[src/rtl/cpu_exec_pkg.sv]
// Constants, opcodes, status bit positions and state types for the
// immediate, internal register and context switch execution engine.
// Assumes a word-wide memory port with byte addresses, returning a one-cycle acknowledge.
package cpu_exec_pkg;

  typedef logic [15:0] word_t;

  // ==========================================================================
  // Opcodes, compared against the leading bits of the first instruction word.
  localparam logic [10:0] OP_LI   = 11'h010;
  localparam logic [10:0] OP_AI   = 11'h011;
  localparam logic [10:0] OP_AND_IMMEDIATE = 11'h012;
  localparam logic [10:0] OP_ORI  = 11'h013;
  localparam logic [10:0] OP_CI   = 11'h014;
  localparam logic [10:0] OP_SAVE_WORKSPACE_TO_REG = 11'h015;
  localparam logic [10:0] OP_SAVE_FLAGS_TO_REG = 11'h016;
  localparam logic [10:0] OP_LOAD_WORKSPACE_IMMEDIATE = 11'h017;
  localparam logic [10:0] OP_LOAD_INTERRUPT_MASK = 11'h018;
  localparam logic [9:0]  OP_BRANCH_NEW_WORKSPACE = 10'h010;
  localparam logic [9:0]  OP_B    = 10'h011;
  localparam logic [9:0]  OP_BL   = 10'h01A;
  localparam logic [5:0]  OP_XOP  = 6'h0B;
  localparam logic [7:0]  OP_JMP  = 8'h10;

  // ==========================================================================
  // Flag word bit positions; leftmost bit of the word is flag 0.
  localparam int ST_LGT = 15;
  localparam int ST_AGT = 14;
  localparam int ST_EQ  = 13;
  localparam int ST_C   = 12;
  localparam int ST_OV  = 11;
  localparam int ST_X   = 9;

  // ==========================================================================
  // Addresses, register indices and addressing modes.
  localparam word_t      XOP_VEC_BASE = 16'h0040;
  localparam word_t      INT_VEC_BASE = 16'h0000;
  localparam word_t      WORD_STEP    = 16'h0002;
  localparam word_t      RESET_PC     = 16'h0000;
  localparam word_t      RESET_WP     = 16'h0000;
  localparam word_t      RESET_ST     = 16'h0000;
  localparam logic [3:0] REG_LINK     = 4'hB;
  localparam logic [3:0] REG_OLD_WP   = 4'hD;
  localparam logic [3:0] REG_OLD_PC   = 4'hE;
  localparam logic [3:0] REG_OLD_ST   = 4'hF;
  localparam logic [1:0] TS_REG       = 2'h0;
  localparam logic [1:0] TS_IND       = 2'h1;
  localparam logic [1:0] TS_SYM       = 2'h2;
  localparam logic [1:0] TS_INC       = 2'h3;

  typedef enum logic [2:0] {ALU_LOAD, ALU_ADD, ALU_AND, ALU_OR, ALU_CMP} alu_op_t;

  typedef struct packed {
    logic lgt;
    logic agt;
    logic eq;
    logic carry;
    logic ovf;
  } alu_flags_t;

  typedef struct packed {
    logic  req;
    logic  we;
    word_t addr;
    word_t wdata;
  } mem_req_t;

  typedef enum logic [4:0] {
    S_CHECK, S_FETCH, S_DECODE, S_IMM, S_RD_R, S_ALU, S_STORE,
    S_SRC, S_RD_RS, S_AUTOINC, S_RD_SYM, S_RD_IDX, S_EXEC, S_LINK,
    S_VEC_WP, S_VEC_PC, S_SV13, S_SV14, S_SV15, S_SV11, S_SWITCH
  } exec_state_t;

  typedef struct packed {
    exec_state_t state;
    mem_req_t    mem;
    word_t       ir;
    word_t       pc;
    word_t       wp;
    word_t       st;
    word_t       immediate_operand;
    word_t       opa;
    word_t       tmp;
    word_t       npc;
    word_t       sa;
    word_t       vec;
    logic        is_xop;
    logic        is_int;
    logic        skip_int;
    logic        int_ack;
    logic [4:0]  sync1;
    logic [4:0]  sync2;
    logic [4:0]  sync3;
    logic [4:0]  stable;
  } exec_regs_t;

endpackage

[src/rtl/cpu_exec.sv]
// Execution engine for immediate, internal register, branch, jump and
// extended operation instructions of a workspace-register processor.
// Assumes a word memory that acknowledges each held request with one pulse.
// Summary of operation
// - Add immediate to register, flags 0-4
// - AND immediate into register, flags 0-2
// - Compare register to immediate, no write
// - Equal compare sets equal flag
// - Load immediate into register, flags 0-2
// - OR immediate into register, flags 0-2
// - Load workspace base, flags untouched
// - Immediate bits 12-15 into mask flags
// - Store instructions leave flags untouched
// - Store flag word into named register
// - Store workspace base into named register
// - Decode extended operation fields and source
// - Extended operation sets flag 6
// - Vector words at 0x40+4D and 0x42+4D
// - Save old base, counter, flags R13-R15
// - Source address saved in new R11
// - No interrupt check after extended operation
// - Relative jump within +127/-128 words
// - Two-word branch reaches any address
// - Branch and link saves return in R11
// - New-workspace branch saves old context
// - Mask flags gate interrupt acceptance
`timescale 1ns/100ps
`default_nettype none
module cpu_exec
  import cpu_exec_pkg::*;
(
  input  wire logic       i_mclk,
  input  wire logic       i_srst,
  input  wire logic       i_interrupt_request_n,
  input  wire logic [3:0] i_interrupt_level,
  input  wire logic       i_mem_ack,
  input  wire word_t      i_mem_rdata,
  output logic            o_mem_req,
  output logic            o_mem_we,
  output word_t           o_mem_addr,
  output word_t           o_mem_wdata,
  output logic            o_int_ack,
  output word_t           o_program_counter,
  output word_t           o_workspace,
  output word_t           o_flag_word
);

  exec_regs_t r_r;
  exec_regs_t r_nxt;
  logic       done;
  logic       int_pend;
  logic [3:0] rfield;
  logic [1:0] ts;
  word_t      alu_res;
  alu_flags_t alu_f;
  alu_op_t    alu_op;

  function automatic word_t reg_addr(word_t base, logic [3:0] idx);
    return 16'(base + {11'h000, idx, 1'b0});
  endfunction

  function automatic mem_req_t rd(word_t a);
    return '{req: 1'b1, we: 1'b0, addr: a, wdata: '0};
  endfunction

  function automatic mem_req_t wr(word_t a, word_t d);
    return '{req: 1'b1, we: 1'b1, addr: a, wdata: d};
  endfunction

  assign rfield = r_r.ir[3:0];
  assign ts     = r_r.ir[5:4];
  assign done   = r_r.mem.req && i_mem_ack;
  // The request level is active low; both the level and the request share the filter.
  assign int_pend = ~r_r.stable[4];

  always_comb begin
    case (r_r.ir[15:5])
      OP_AI:   alu_op = ALU_ADD;
      OP_AND_IMMEDIATE: alu_op = ALU_AND;
      OP_ORI:  alu_op = ALU_OR;
      OP_CI:   alu_op = ALU_CMP;
      default: alu_op = ALU_LOAD;
    endcase
  end

  cpu_imm_alu u_alu (
    .i_op     (alu_op),
    .i_a      (r_r.opa),
    .i_b      (r_r.immediate_operand),
    .o_result (alu_res),
    .o_flags  (alu_f)
  );

  // ==========================================================================
  // Next-state logic.
  always_comb begin
    r_nxt = r_r;
    r_nxt.mem.req = 1'b0;
    r_nxt.int_ack = 1'b0;
    r_nxt.sync1 = {i_interrupt_request_n, i_interrupt_level};
    r_nxt.sync2 = r_r.sync1;
    r_nxt.sync3 = r_r.sync2;
    if (r_r.sync2 == r_r.sync3) begin
      r_nxt.stable = r_r.sync3;
    end
    case (r_r.state)
      S_CHECK: begin
        r_nxt.skip_int = 1'b0;
        r_nxt.state    = S_FETCH;
        // Lower level numbers are more urgent; the mask admits levels up to its value.
        if (!r_r.skip_int && int_pend && (r_r.stable[3:0] <= r_r.st[3:0])) begin
          r_nxt.vec     = 16'(INT_VEC_BASE + {10'h000, r_r.stable[3:0], 2'b00});
          r_nxt.is_xop  = 1'b0;
          r_nxt.is_int  = 1'b1;
          r_nxt.int_ack = 1'b1;
          r_nxt.state   = S_VEC_WP;
        end
      end
      S_FETCH: begin
        r_nxt.mem = rd(r_r.pc);
        if (done) begin
          r_nxt.ir    = i_mem_rdata;
          r_nxt.pc    = 16'(r_r.pc + WORD_STEP);
          r_nxt.state = S_DECODE;
        end
      end
      S_DECODE: begin
        r_nxt.is_xop = 1'b0;
        r_nxt.is_int = 1'b0;
        r_nxt.state  = S_CHECK;
        case (r_r.ir[15:5])
          OP_LI, OP_AI, OP_AND_IMMEDIATE, OP_ORI, OP_CI, OP_LOAD_WORKSPACE_IMMEDIATE, OP_LOAD_INTERRUPT_MASK: begin
            r_nxt.state = S_IMM;
          end
          OP_SAVE_WORKSPACE_TO_REG: begin
            r_nxt.tmp   = r_r.wp;
            r_nxt.state = S_STORE;
          end
          OP_SAVE_FLAGS_TO_REG: begin
            r_nxt.tmp   = r_r.st;
            r_nxt.state = S_STORE;
          end
          default: begin
            if (r_r.ir[15:10] == OP_XOP) begin
              r_nxt.is_xop = 1'b1;
              r_nxt.state  = S_SRC;
            end else if (r_r.ir[15:6] == OP_B || r_r.ir[15:6] == OP_BL ||
                         r_r.ir[15:6] == OP_BRANCH_NEW_WORKSPACE) begin
              r_nxt.state = S_SRC;
            end else if (r_r.ir[15:8] == OP_JMP) begin
              // The counter already points past the jump word.
              r_nxt.pc = 16'(r_r.pc + {{7{r_r.ir[7]}}, r_r.ir[7:0], 1'b0});
            end
          end
        endcase
      end
      S_IMM: begin
        r_nxt.mem = rd(r_r.pc);
        if (done) begin
          r_nxt.immediate_operand   = i_mem_rdata;
          r_nxt.pc    = 16'(r_r.pc + WORD_STEP);
          r_nxt.state = S_RD_R;
          if (r_r.ir[15:5] == OP_LOAD_WORKSPACE_IMMEDIATE) begin
            r_nxt.wp    = i_mem_rdata;
            r_nxt.state = S_CHECK;
          end else if (r_r.ir[15:5] == OP_LOAD_INTERRUPT_MASK) begin
            r_nxt.st[3:0] = i_mem_rdata[3:0];
            r_nxt.state   = S_CHECK;
          end else if (r_r.ir[15:5] == OP_LI) begin
            r_nxt.state = S_ALU;
          end
        end
      end
      S_RD_R: begin
        r_nxt.mem = rd(reg_addr(r_r.wp, rfield));
        if (done) begin
          r_nxt.opa   = i_mem_rdata;
          r_nxt.state = S_ALU;
        end
      end
      S_ALU: begin
        r_nxt.st[ST_LGT] = alu_f.lgt;
        r_nxt.st[ST_AGT] = alu_f.agt;
        r_nxt.st[ST_EQ]  = alu_f.eq;
        if (alu_op == ALU_ADD) begin
          r_nxt.st[ST_C]  = alu_f.carry;
          r_nxt.st[ST_OV] = alu_f.ovf;
        end
        r_nxt.tmp   = alu_res;
        r_nxt.state = (alu_op == ALU_CMP) ? S_CHECK : S_STORE;
      end
      S_STORE: begin
        r_nxt.mem = wr(reg_addr(r_r.wp, rfield), r_r.tmp);
        if (done) begin
          r_nxt.state = S_CHECK;
        end
      end
      S_SRC: begin
        case (ts)
          TS_REG: begin
            r_nxt.sa    = reg_addr(r_r.wp, rfield);
            r_nxt.state = S_EXEC;
          end
          TS_SYM:  r_nxt.state = S_RD_SYM;
          default: r_nxt.state = S_RD_RS;
        endcase
      end
      S_RD_RS: begin
        r_nxt.mem = rd(reg_addr(r_r.wp, rfield));
        if (done) begin
          r_nxt.sa    = i_mem_rdata;
          r_nxt.tmp   = 16'(i_mem_rdata + WORD_STEP);
          r_nxt.state = (ts == TS_INC) ? S_AUTOINC : S_EXEC;
        end
      end
      S_AUTOINC: begin
        r_nxt.mem = wr(reg_addr(r_r.wp, rfield), r_r.tmp);
        if (done) begin
          r_nxt.state = S_EXEC;
        end
      end
      S_RD_SYM: begin
        r_nxt.mem = rd(r_r.pc);
        if (done) begin
          r_nxt.sa    = i_mem_rdata;
          r_nxt.pc    = 16'(r_r.pc + WORD_STEP);
          r_nxt.state = (rfield != '0) ? S_RD_IDX : S_EXEC;
        end
      end
      S_RD_IDX: begin
        r_nxt.mem = rd(reg_addr(r_r.wp, rfield));
        if (done) begin
          r_nxt.sa    = 16'(r_r.sa + i_mem_rdata);
          r_nxt.state = S_EXEC;
        end
      end
      S_EXEC: begin
        r_nxt.state = S_CHECK;
        if (r_r.is_xop) begin
          r_nxt.vec   = 16'(XOP_VEC_BASE + {10'h000, r_r.ir[9:6], 2'b00});
          r_nxt.state = S_VEC_WP;
        end else if (r_r.ir[15:6] == OP_B) begin
          r_nxt.pc = r_r.sa;
        end else if (r_r.ir[15:6] == OP_BL) begin
          r_nxt.state = S_LINK;
        end else begin
          r_nxt.vec   = r_r.sa;
          r_nxt.state = S_VEC_WP;
        end
      end
      S_LINK: begin
        r_nxt.mem = wr(reg_addr(r_r.wp, REG_LINK), r_r.pc);
        if (done) begin
          r_nxt.pc    = r_r.sa;
          r_nxt.state = S_CHECK;
        end
      end
      S_VEC_WP: begin
        r_nxt.mem = rd(r_r.vec);
        if (done) begin
          r_nxt.tmp   = i_mem_rdata;
          r_nxt.state = S_VEC_PC;
        end
      end
      S_VEC_PC: begin
        r_nxt.mem = rd(16'(r_r.vec + WORD_STEP));
        if (done) begin
          r_nxt.npc   = i_mem_rdata;
          r_nxt.state = S_SV13;
        end
      end
      S_SV13: begin
        r_nxt.mem = wr(reg_addr(r_r.tmp, REG_OLD_WP), r_r.wp);
        if (done) begin
          r_nxt.state = S_SV14;
        end
      end
      S_SV14: begin
        r_nxt.mem = wr(reg_addr(r_r.tmp, REG_OLD_PC), r_r.pc);
        if (done) begin
          r_nxt.state = S_SV15;
        end
      end
      S_SV15: begin
        r_nxt.mem = wr(reg_addr(r_r.tmp, REG_OLD_ST), r_r.st);
        if (done) begin
          r_nxt.state = r_r.is_xop ? S_SV11 : S_SWITCH;
        end
      end
      S_SV11: begin
        r_nxt.mem = wr(reg_addr(r_r.tmp, REG_LINK), r_r.sa);
        if (done) begin
          r_nxt.state = S_SWITCH;
        end
      end
      S_SWITCH: begin
        r_nxt.wp       = r_r.tmp;
        r_nxt.pc       = r_r.npc;
        r_nxt.st[ST_X] = r_r.is_xop ? 1'b1 : r_r.st[ST_X];
        // Interrupt entry may chain; software switches get one instruction first.
        r_nxt.skip_int = ~r_r.is_int;
        r_nxt.state    = S_CHECK;
      end
      default: r_nxt.state = S_CHECK;
    endcase
    if (done) begin
      r_nxt.mem.req = 1'b0;
    end
  end

  always_ff @(posedge i_mclk) begin
    if (i_srst) begin
      r_r       <= '0;
      r_r.state <= S_CHECK;
      r_r.pc    <= RESET_PC;
      r_r.wp    <= RESET_WP;
      r_r.st    <= RESET_ST;
      r_r.stable <= 5'h1F;
      r_r.sync1 <= 5'h1F;
      r_r.sync2 <= 5'h1F;
      r_r.sync3 <= 5'h1F;
    end else begin
      r_r <= r_nxt;
    end
  end

  assign o_mem_req         = r_r.mem.req;
  assign o_mem_we          = r_r.mem.we;
  assign o_mem_addr        = r_r.mem.addr;
  assign o_mem_wdata       = r_r.mem.wdata;
  assign o_int_ack         = r_r.int_ack;
  assign o_program_counter = r_r.pc;
  assign o_workspace       = r_r.wp;
  assign o_flag_word       = r_r.st;
endmodule
`default_nettype wire

[src/rtl/cpu_imm_alu.sv]
// Combinational result and compare flags for the immediate instructions.
// Assumes the caller chooses which flag bits it commits.
`timescale 1ns/100ps
`default_nettype none
module cpu_imm_alu
  import cpu_exec_pkg::*;
(
  input  wire alu_op_t    i_op,
  input  wire word_t      i_a,
  input  wire word_t      i_b,
  output var  word_t      o_result,
  output var  alu_flags_t o_flags
);

  logic [16:0] sum;
  word_t       cmp_l;
  word_t       cmp_r;

  always_comb begin
    sum = {1'b0, i_a} + {1'b0, i_b};
    case (i_op)
      ALU_ADD: o_result = sum[15:0];
      ALU_AND: o_result = i_a & i_b;
      ALU_OR:  o_result = i_a | i_b;
      ALU_CMP: o_result = i_a;
      default: o_result = i_b;
    endcase
    // A compare sets flags from both operands; every other operation compares its result to zero.
    cmp_l = (i_op == ALU_CMP) ? i_a : o_result;
    cmp_r = (i_op == ALU_CMP) ? i_b : '0;
    o_flags.lgt   = cmp_l > cmp_r;
    o_flags.agt   = $signed(cmp_l) > $signed(cmp_r);
    o_flags.eq    = cmp_l == cmp_r;
    o_flags.carry = sum[16];
    o_flags.ovf   = (i_a[15] == i_b[15]) && (sum[15] != i_a[15]);
  end

endmodule
`default_nettype wire

[config.mk]
export PLATFORM = sky130hd
export DESIGN_NAME = cpu_exec
export DESIGN_NICKNAME = d
export VERILOG_FILES = /design/src/rtl/cpu_exec_pkg.sv /design/src/rtl/cpu_exec.sv /design/src/rtl/cpu_imm_alu.sv
export SDC_FILE = /design/constraint.sdc
export NUM_CORES = 1
export LEC_CHECK = 0
export BUFFER_PORTS_ARGS = -buffer_cell sky130_fd_sc_hd__buf_4
export CAP_MARGIN = 20
export CORE_UTILIZATION = 45
export CTS_BUF_LIST = sky130_fd_sc_hd__clkbuf_16
export CTS_CLUSTER_SIZE = 14
export DETAILED_ROUTE_END_ITERATION = 12
export SYNTH_ARGS = -nofsm -noshare
export SYNTH_HDL_FRONTEND = slang
export SYNTH_SLANG_ARGS = --single-unit
export TNS_END_PERCENT = 1
[constraint.sdc]
create_clock -name i_mclk -period 5.25 [get_ports i_mclk]
set_clock_uncertainty 0.15 [all_clocks]
set_input_delay 0.2625 -clock i_mclk [delete_from_list [all_inputs] [get_ports i_mclk]]
set_output_delay 0.2625 -clock i_mclk [all_outputs]
set_load 0.1 [all_outputs]
==> results by group, run 1 <==
Power and ir drop
  • P_leak: 6.582 nW
  • Sequential share of power: 32.6%
  • Clk pwr share: 30.8%
  • Peak supply drop: 0.0003426 V
  • Pint: 0.003501 W
  • Sw Share: 43.53%
  • PwrDens: 350.8 mW/mm^2
  • Part of the power in combinational logic: 36.6%
  • NetSw: 0.002698 W

GRT
  • Vias in the first global route: 15111
  • Total grt overflow: 0
  • Initial antenna violation count: 2
  • First-pass GRT wire length: 95.12 mm
  • Largest net degree at the start of global routing: 81
  • Overall Global Routing Usage: 34.32%

Final layout
  • Multi-input combinational cell area: 0.01035 sq mm
  • NumNets Final: 2231
  • Final non-filler cell total: 2586
  • Antenna cell count: 0
  • FILL cells: 3500
  • Register area: 0.004344 sq mm
  • Synthesis-to-layout area growth: 9.949%
  • Share of cells above drive strength 1: 11.22%

STA
  • Final setup vio count: 0
  • Slew HR: 16.82%
  • Worst-Margin Slew: 1248 ps
  • Final period utilization: 83.07%
  • Pins Over Slew Limit: 0
  • Fmax: 0.2293 GHz
  • RSZ-0062 raised after global routing: false
  • Fin crit period: 4361 ps
  • Final setup TNS: 0 ps
  • Final Hold Viols: 0

Detailed routing
  • M1 WL: 27.11 mm
  • Wire length on met3: 5.074 mm
  • Met2 wire length: 27.69 mm
  • Routed vias: 16499
  • Initial drt markers: 1645
  • WL final: 63.62 mm
  • Antenna viol nets, final: 0
  • Drt first pass iters: 6
  • DR DRC count: 0
  • Routed WL per cell: 24.60 um
  • Top sig layer: met5
  • DR vias/cell: 6.380

Synth
  • Synthesized area: 0.01607 sq mm
  • Average size of a mapped cell: 7.472 sq um
  • Top_reg_cell synth: dfxtp_1
  • Number of flops mapped to enable cells by yosys: 0
  • Post-synth ARST share: 0%
  • Sequential fraction of the synthesis area: 27.03%
  • Cells after synthesis: 2151
  • Yosys reg bits: 217
  • Count of different cell masters after synthesis: 87
  • Syn. warnings: 0

Critical path
  • Startpoint Class: flop
  • Crit path max fanout: 4
  • Crit-path max cell delay: 440 ps
  • Worst r2r path cells: 14
  • R2R Setup Slk: 890 ps
  • RR Startpoint: r_r[88]
  • Crit path arrival time: 4660 ps
  • CP endpoint kind: flop
  • Slowest cell on crit path: o31ai_1
  • CP bufs+invs: 0
  • CP required: 5550 ps
  • Crit Reg-Reg Endpoint: o_flag_word[14]
  • Critical path class: reg2reg
  • Critical-path cell list: ha_1 -> fa_1 -> a21oi_1 -> o21ai_1 -> a311o_1 -> a311oi_2 -> xnor2_1 -> a221o_1 -> ha_1 -> nand4_1 -> or2_2 -> o31ai_1 -> a221o_1 -> a21oi_1
  • Largest delay share family, worst path: compound AO/OA/AOI/OAI gates

Placement
  • Cell count after placement: 2516
  • Hpwl dp: 46.20 mm
  • RePlAce Congestion: 0.9623
  • IO buf count: 100

Die
  • Core box area: 0.03488 sq mm
  • Die height: 191.0 um
  • IO Pins: 107
  • Die Wd: 191.0 um
  • Die area: 0.03648 sq mm
  • # rows: 68
  • Initial Util: 46.07%

Worst hold path
  • WHS Path Cells: 4
  • Hold Path Class: in2reg
  • Hold path start: i_mem_ack
  • Min-Delay Endpoint: r_r[221]

Clock network
  • Post_cts resized: 0
  • H-tree levels: 1
  • Worst-path clk slew: 60 ps
  • CTS Sinks: 217
  • Max Buffers Root-to-Sink: 3
  • Clk Latency, worst-skew pair: 560 ps
  • Clk root buf: clkbuf_16
  • TritonCTS clock tree: done
  • Post CTS Setup Buffer Count: 0
  • Total CTS buffers: 26
  • Hold_buf cts: 22

Flow run
  • Max-cap violation count: 0

Outcome
  • Outcome: finished, final reports clean
through the flow:
| step | area [sq um] | hold WS (ps) | util, % | setup WS (ps) | total power (W) |
|---|---|---|---|---|---|
| 2_1_floorplan | 16090 | 216.3 | - | 1338 | 0.003740 |
| 3_3_place_gp | 16550 | 241.5 | 47.46 | 1058 | 0.004267 |
| 3_5_place_dp | 16570 | 244.5 | 47.49 | 944.4 | 0.004272 |
| 4_1_cts | 17660 | 10.10 | 50.62 | 925.5 | 0.006186 |
| 5_1_grt | 17670 | 60.41 | 50.66 | 647.1 | 0.006401 |
| 6_report | 17670 | 43.71 | 50.66 | 889.0 | 0.006199 |
layout make-up:
| class | instances | share of cell area [%] |
|---|---|---|
| multi-input combinational | 1638 | 58.55 |
| timing repair buffer | 163 | 7.300 |
| clock inverter | 20 | 1.119 |
| clock buffer | 27 | 3.824 |
| sequential | 217 | 24.58 |
| inverter | 66 | 1.402 |
| tap | 455 | 3.222 |
power groups by stage:
stage / Clock, W / Sequential (W) / Combinational (W)
5_1_grt: 0.00199 / 0.00203 / 0.00238
4_1_cts: 0.00193 / 0.00201 / 0.00224
3_5_place_dp: 0 / 0.00205 / 0.00222
3_3_place_gp: 0 / 0.00205 / 0.00222
2_1_floorplan: 0 / 0.00196 / 0.00178
6_report: 0.00191 / 0.00202 / 0.00227
worst max-delay path by stage:
stage	startpoint	end	slack [ps]	cells after the start
after floorplan	r_r[108]	o_flag_word[14]	1340	14
after global placement	r_r[88]	o_flag_word[14]	1060	14
after detailed placement	r_r[88]	o_flag_word[14]	940	14
after CTS	r_r[104]	o_flag_word[14]	930	14
after global routing	r_r[92]	o_flag_word[14]	650	14
final	r_r[88]	o_flag_word[14]	890	14
flip-flops by register name, summed over array words and instances, names as in the netlist:
name and flops:
o_program_counter 16, o_workspace 16, o_mem_we 1, o_mem_addr 16
r_r 130, o_mem_req 1, r_nxt 10, o_int_ack 1
o_flag_word 10, o_mem_wdata 16
worst register-to-register path: cells and delay by family (launching register included):
kind,cells,cell delay [ps]
compound gates,8,2220
xor+xnor,1,100
fa+ha+maj,3,1000
flops,1,340
simple gates,2,440
cell usage after synthesis, drive strengths merged, types with 27 or more instances:
cell	number	area share (%)
a221oi	34	1.9
xor2	39	2.1
ha	90	7.0
nand3	56	1.7
nor2	204	4.8
o211ai	27	1.3
buf	101	4.4
clkbuf	134	3.1
mux2i	43	2.7
a21oi	179	5.6
nor3	53	1.7
o21ai	77	2.4
a31oi	35	1.4
a311oi	33	1.8
nand2	318	7.4
a211oi	43	2.1
xnor2	51	2.8
a22oi	47	2.2
inv	66	1.5
dfxtp	217	27
layer usage:
layer / global-route usage (%) / vias to the layer above
met5: 0 / -
met4: 18.89 / 2
met3: 5.434 / 178
met2: 52.76 / 771
met1: 45.65 / 7952
li1: - / 7596
logic make-up after synthesis:
group / count (synthesis) / share of synthesized area (%)
and+or+nand+nor: 786 / 22.27
AOI/OAI and AO/OA: 616 / 26.26
buffers and inverters: 301 / 9.070
DFF: 217 / 27.03
adders and majority gates: 95 / 7.629
xor gates and xnor gates: 90 / 4.905
muxes: 45 / 2.818
other: 1 / 0.02333
placed cells by master, fill, tap and decap left out, types with 34 or more instances in the layout:
master / netlist / routed
nor2_1: 203 / 202
a211oi_1: 40 / 40
inv_1: 65 / 67
a22oi_1: 47 / 47
xnor2_1: 51 / 51
a221oi_1: 34 / 34
a21oi_1: 179 / 179
nand2_1: 317 / 317
dfxtp_1: 217 / 217
xor2_1: 39 / 39
a31oi_1: 35 / 35
mux2i_1: 43 / 43
nor3_1: 53 / 47
ha_1: 90 / 90
o21ai_0: 72 / 72
nand3_1: 56 / 56
buf_4: 81 / 138
No activity file was read; power rests on OpenSTA's default activity.
==> inputs of run 2 (changes only) <==
==> constraint.sdc (replaced) <==
create_clock -name i_mclk -period 4.3 [get_ports i_mclk]
set_clock_uncertainty 0.15 [all_clocks]
set_input_delay 0.215 -clock i_mclk [delete_from_list [all_inputs] [get_ports i_mclk]]
set_output_delay 0.215 -clock i_mclk [all_outputs]
set_load 0.1 [all_outputs]
==> run 2 against run 1 <==
Against the previous run: sequential share of layout area shrank 0.33 points; worst hold slack gained 200 ps; cell area grew 1.4%; die area is the same; first-iteration DRC count grew 7.1%; total power grew 19%; clock power grew 12%; final cell count grew 1.3%; combinational power grew 24%; wire length shrank 1.7%; critical path type unchanged; largest cell class unchanged.
==> results by group, run 2 (synthesis gave the netlist of run 1 again) <==
Outcome
  • Outcome: finished, final reports clean

Critical path
  • Crit path max fanout: 4 (unchanged)
  • CP required: 4580 ps (-970 ps)
  • Crit path arrival time: 4420 ps (-240 ps)
  • Slowest cell on crit path: fa_1
  • Startpoint Class: flop
  • CP bufs+invs: 0 (unchanged)
  • Largest delay share family, worst path: compound AO/OA/AOI/OAI gates
  • R2R Setup Slk: 150 ps (-730 ps)
  • Crit-path max cell delay: 430 ps (about the same)
  • CP endpoint kind: flop
  • Critical path class: reg2reg
  • Critical-path cell list: ha_1 -> fa_1 -> a21oi_2 -> o21ai_2 -> a311o_1 -> a311oi_2 -> xnor2_1 -> a221o_1 -> ha_1 -> nand4_1 -> or2_2 -> o31ai_4 -> a221o_1 -> a21oi_1

Flow run
  • Max-cap violation count: 0 (unchanged)

Power and ir drop
  • PwrDens: 411.2 mW/mm^2 (+17%)
  • Peak supply drop: 0.0006210 V (+81%)
  • P_leak: 6.745 nW (+2.5%)

Die
  • Core box area: 0.03488 sq mm (unchanged)
  • Die area: 0.03648 sq mm (unchanged)
  • Die Wd: 191.0 um (unchanged)
  • IO Pins: 107 (unchanged)
  • Die height: 191.0 um (unchanged)
  • # rows: 68 (unchanged)
  • Initial Util: 46.07% (unchanged)

Final layout
  • Most frequent cells in the layout: nand2_1, dfxtp_1, nor2_1, a21oi_1, buf_4
  • Register bank with the most flops: r_r
  • NumNets Final: 2268 (+1.7%)
  • Synthesis-to-layout area growth: 11.44%
  • Post-route cell area: 0.01791 sq mm (+1.4%)
  • Antenna cell count: 0 (unchanged)
  • Max reg flops: 130 (unchanged)
  • Leading cell type in the layout, fill and taps excluded: nand2_1
  • Share of cells above drive strength 1: 12.56% (+1.3 points)

GRT
  • Initial antenna violation count: 0 (-2)
  • Vias in the first global route: 15090 (-0.14%)
  • First-pass GRT wire length: 94.05 mm (-1.1%)
  • Overall Global Routing Usage: 33.74% (-0.58 points)
  • Largest net degree at the start of global routing: 146 (+80%)
  • Total grt overflow: 0 (unchanged)

Detailed routing
  • WL final: 62.52 mm (-1.7%)
  • Routed vias: 16454 (-0.27%)
  • Antenna viol nets, final: 0 (unchanged)
  • Drt first pass iters: 7 (+1)
  • DR vias/cell: 6.280 (-1.6%)
  • Initial drt markers: 1761 (+7.1%)
  • DR DRC count: 0 (unchanged)
  • Routed WL per cell: 23.86 um (-3.0%)

Clock network
  • TritonCTS clock tree: done
  • CTS Sinks: 217 (unchanged)
  • Max Buffers Root-to-Sink: 3 (unchanged)
  • Clk root buf: clkbuf_16
  • Total CTS buffers: 27 (+3.8%)
  • Clk Latency, worst-skew pair: 560 ps (about the same)
  • Worst-path clk slew: 60 ps (about the same)
  • H-tree levels: 1 (unchanged)

STA
  • Fin crit period: 4145 ps (-215.6 ps)
  • Final Hold Viols: 0 (unchanged)
  • Final setup vio count: 0 (unchanged)
  • Fmax: 0.2412 GHz (+5.2%)
  • Final hold slack: 247.9 ps (+204.2 ps)
  • Worst-Margin Slew: 1132 ps (-115.9 ps)
  • Final period utilization: 96.40% (+13 points)
  • Slew HR: 24.37% (+7.5 points)
  • Pins Over Slew Limit: 0 (unchanged)

Placement
  • IO buf count: 100 (unchanged)
  • Area after DPL: 0.01681 sq mm (+1.4%)
  • Hpwl dp: 45.90 mm (-0.65%)
  • RePlAce Congestion: 1.002 (+4.1%)

Worst hold path
  • Hold Path Class: in2reg
run 2: cell count changes in the layout (fill, tap and decap cells not counted), sizes merged, moves of 2 or more:
cell,delta
bufinv,-3
clkinv,-2
buf,+34
inv,+4
run 2: timing repair:
| action | in CTS | in global routing |
|---|---|---|
| gates resized for setup | 1 | 4 |
| hold buffers | 22 | 1 |
| setup endpoints to repair | 1 | 3 |
| hold endpoints to repair | 93 | 14 |
| pin swaps | 0 | 5 |
| setup buffers | 0 | 3 |
run 2: layout make-up:
type                    instances  area [sq um]
clock buffers                  27         675.6
clock inverters                18         112.6
fillers                      3514         16970
inverters                      66         247.7
multi-input cells            1638         10360
flip-flops and latches        217          4344
well taps                     455         569.3
repair buffers                199          1600
run 2: final timing paths:
path,start,to,cells past startpoint
max,r_r[88],o_flag_word[14],14
min reg2reg,r_nxt[11],r_nxt[6],1
min,i_interrupt_level[2],r_nxt[12],3
max reg2reg,r_r[88],o_flag_word[14],14
run 2: power by group:
group          total, W  internal, W  switching, W
combinational   0.00281     0.000749       0.00206
sequential      0.00243      0.00218      0.000248
clock           0.00213      0.00119      0.000939
run 2: through the flow:
| step | setup WS, ps | cells | utilization [%] | setup TNS (ps) | total power [W] |
|---|---|---|---|---|---|
| final | 154.6 | 2620 | 51.34 | 0 | 0.007365 |
| after global routing | -0.4179 | 2620 | 51.34 | -0.4179 | 0.007644 |
| after CTS | 56.82 | 2614 | 51.08 | 0 | 0.007351 |
| after detailed placement | -18.61 | 2547 | 48.18 | -18.61 | 0.005221 |
| after global placement | 120.6 | 2547 | 48.18 | 0 | 0.005198 |
| after floorplan | 387.9 | 2156 | - | 0 | 0.004566 |
run 2: metal layers:
| metal | routed length, um | global-route usage (%) | share of wire [%] | vias to the layer above |
|---|---|---|---|---|
| li1 | - | - | - | 7655 |
| met1 | 26730 | 45.46 | 43 | 7841 |
| met2 | 27520 | 53.04 | 44 | 792 |
| met3 | 5114 | 5.049 | 8.2 | 166 |
| met4 | 3151 | 14.95 | 5.0 | 0 |
| met5 | 0 | 0 | 0 | - |
run 2: worst min-delay path, delay by kind of cell:
family / cells / cell delay [ps]
buffers and inverters: 2 / 630
and+or+nand+nor: 1 / 80
==> inputs of run 3 (changes only) <==
--- a/config.mk
+++ b/config.mk
@@ -11,6 +11,7 @@
 export CTS_BUF_LIST = sky130_fd_sc_hd__clkbuf_16
 export CTS_CLUSTER_SIZE = 14
 export DETAILED_ROUTE_END_ITERATION = 12
+export RECOVER_POWER = 100
 export SYNTH_ARGS = -nofsm -noshare
 export SYNTH_HDL_FRONTEND = slang
 export SYNTH_SLANG_ARGS = --single-unit
==> run 3 against run 2 <==
Against the previous run: the flow now finishes with violations (max-capacitance violations, max-slew violations); non-clock buffer count unchanged; sequential power about the same; flip-flop and latch count unchanged; global-route usage unchanged; wire length down 0.16%; die area unchanged; largest cell class unchanged; largest power group unchanged; highest routed layer unchanged.
==> results by group, run 3 (synthesis gave the netlist of run 1 again) <==
Critical path
  • Startpoint Class: flop
  • Worst r2r path cells: 14 (unchanged)
  • Crit Reg-Reg Endpoint: o_flag_word[14]
  • Crit path arrival time: 4420 ps (about the same)
  • R2R Setup Slk: 160 ps (about the same)
  • Critical path class: reg2reg
  • Crit path capture: o_flag_word[14]
  • Crit path max fanout: 4 (unchanged)
  • Worst Setup SP: r_r[88]
  • CP required: 4570 ps (about the same)
  • CP endpoint kind: flop
  • RR Startpoint: r_r[88]

Final layout
  • Most frequent cells in the layout: nand2_1, dfxtp_1, nor2_1, a21oi_1, ha_1
  • FILL cells: 3587 (+2.1%)
  • Antenna cell count: 0 (unchanged)
  • NumNets Final: 2268 (unchanged)
  • Share of cells above drive strength 1: 8.406% (-4.2 points)
  • Max reg flops: 130 (unchanged)
  • Register area: 0.004344 sq mm (unchanged)
  • Multi-input combinational cell area: 0.01033 sq mm (-0.30%)
  • Register bank with the most flops: r_r
  • Synthesis-to-layout area growth: 9.109%
  • Leading cell type in the layout, fill and taps excluded: nand2_1

Detailed routing
  • DR vias/cell: 6.278 (about the same)
  • WL final: 62.42 mm (-0.16%)
  • Antenna viol nets, final: 0 (unchanged)
  • Drt first pass iters: 7 (unchanged)
  • Routed vias: 16448 (-0.036%)
  • Routed WL per cell: 23.82 um (-0.16%)
  • DR DRC count: 0 (unchanged)
  • Initial drt markers: 1668 (-5.3%)

Placement
  • DP Worst Slack: -18.61 ps (unchanged)
  • RePlAce Congestion: 1.002 (unchanged)
  • Hpwl dp: 45.90 mm (unchanged)
  • IO buf count: 100 (unchanged)

Die
  • Die area: 0.03648 sq mm (unchanged)
  • Die Wd: 191.0 um (unchanged)
  • Initial Util: 46.07% (unchanged)
  • Die height: 191.0 um (unchanged)
  • Core box area: 0.03488 sq mm (unchanged)
  • IO Pins: 107 (unchanged)
  • # rows: 68 (unchanged)

STA
  • Final setup TNS: 0 ps (unchanged)
  • Fin crit period: 4144 ps (-1.412 ps)
  • Final period utilization: 96.37% (about the same)
  • Worst-Margin Slew: 1881 ps (+749.4 ps)
  • Final setup vio count: 0 (unchanged)
  • Fmax: 0.2413 GHz (about the same)
  • Final hold slack: 249.7 ps (+1.788 ps)
  • Slew HR: -25.61% (-50 points)
  • Final Hold Viols: 0 (unchanged)
  • Setup WS post-layout: 156.0 ps (+1.412 ps)
  • Pins Over Slew Limit: 98 (+98)

GRT
  • Vias in the first global route: 15090 (unchanged)
  • Largest net degree at the start of global routing: 146 (unchanged)
  • Total grt overflow: 0 (unchanged)
  • Initial antenna violation count: 0 (unchanged)
  • Overall Global Routing Usage: 33.74% (unchanged)
  • First-pass GRT wire length: 94.05 mm (unchanged)

Power and ir drop
  • Sw Share: 44.70% (+0.59 points)
  • Sequential share of power: 33.5% (+0.5 points)
  • Pint: 0.004002 W (-2.8%)
  • NetSw: 0.003235 W (-0.42%)
  • P_leak: 6.374 nW (-5.5%)
  • Part of the power in combinational logic: 37.1% (-1.1 points)
  • Peak supply drop: 0.0005734 V (-7.7%)
  • PwrDens: 412.7 mW/mm^2 (+0.36%)
  • Clk pwr share: 29.3% (+0.4 points)

Clock network
  • Worst-path clk slew: 60 ps (about the same)
  • TritonCTS clock tree: done
  • Total CTS buffers: 27 (unchanged)
  • Max Buffers Root-to-Sink: 3 (unchanged)
  • CTS Sinks: 217 (unchanged)
  • Clk Latency, worst-skew pair: 570 ps (about the same)
  • H-tree levels: 1 (unchanged)
  • Clk root buf: clkbuf_16

Flow run
  • Max-cap violation count: 2 (+2)

Outcome
  • Outcome: finished with violations
  • Failing checks: max-capacitance violations, max-slew violations

Worst hold path
  • Hold Path Class: in2reg
run 3: worst min-delay path by stage:
| stage | start | to | slack [ps] | cells past startpoint |
|---|---|---|---|---|
| 3_3_place_gp | r_nxt[12] | r_nxt[7] | 250 | 1 |
| 4_1_cts | i_srst | r_r[60] | 140 | 2 |
| 6_report | i_interrupt_level[2] | r_nxt[12] | 250 | 3 |
| 3_5_place_dp | r_nxt[11] | r_nxt[6] | 250 | 1 |
| 5_1_grt | i_interrupt_level[0] | r_nxt[10] | 250 | 3 |
| 2_1_floorplan | i_interrupt_level[0] | r_nxt[10] | 170 | 1 |
run 3: routing by layer:
| metal | routed length [um] | share of wire [%] | global-route usage [%] | up-vias |
|---|---|---|---|---|
| li1 | - | - | - | 7664 |
| met1 | 26840 | 43 | 45.46 | 7886 |
| met2 | 27450 | 44 | 53.04 | 734 |
| met3 | 4974 | 8.0 | 5.049 | 164 |
| met4 | 3153 | 5.1 | 14.95 | 0 |
| met5 | 0 | 0 | 0 | - |
run 3: layout make-up:
class / instances / share of cell area [%]
sequential: 217 / 24.77
inverter: 66 / 1.413
clock inverter: 18 / 0.6422
timing repair buffer: 199 / 7.171
tap: 455 / 3.247
multi-input combinational: 1638 / 58.90
clock buffer: 27 / 3.853
run 3: metrics by stage:
step	util, %	total power (W)	instance area, sq um	cells
2_1_floorplan	-	0.004566	16090	2156
3_3_place_gp	48.18	0.005198	16810	2547
3_5_place_dp	48.18	0.005221	16810	2547
4_1_cts	51.08	0.007351	17820	2614
5_1_grt	50.27	0.007520	17540	2620
6_report	50.27	0.007237	17540	2620
run 3: worst max-delay path, stage by stage (launching register included):
cell	delay (ps)
dfxtp_1	340
ha_1	260
fa_1	430
a21oi_2	210
o21ai_2	100
a311o_1	410
a311oi_2	340
xnor2_1	100
a221o_1	380
ha_1	310
nand4_1	100
or2_2	370
o31ai_4	270
a221o_1	210
a21oi_1	40
run 3: repair_timing:
item                                    4_1_cts  5_1_grt
endpoints found under the setup margin        1        3
pin swaps                                     0        5
hold buffers                                 22        1
endpoints found under the hold margin        93       14
resized for setup                             1        4
setup buffers                                 0        3
run 3: power groups by stage:
stage                     Sequential, W  Combinational [W]  Clock (W)
after global routing            0.00244            0.00285    0.00223
after global placement          0.00246            0.00273          0
after floorplan                 0.00239            0.00218          0
after detailed placement        0.00247            0.00275          0
after CTS                       0.00243            0.00277    0.00215
final                           0.00243            0.00269    0.00212
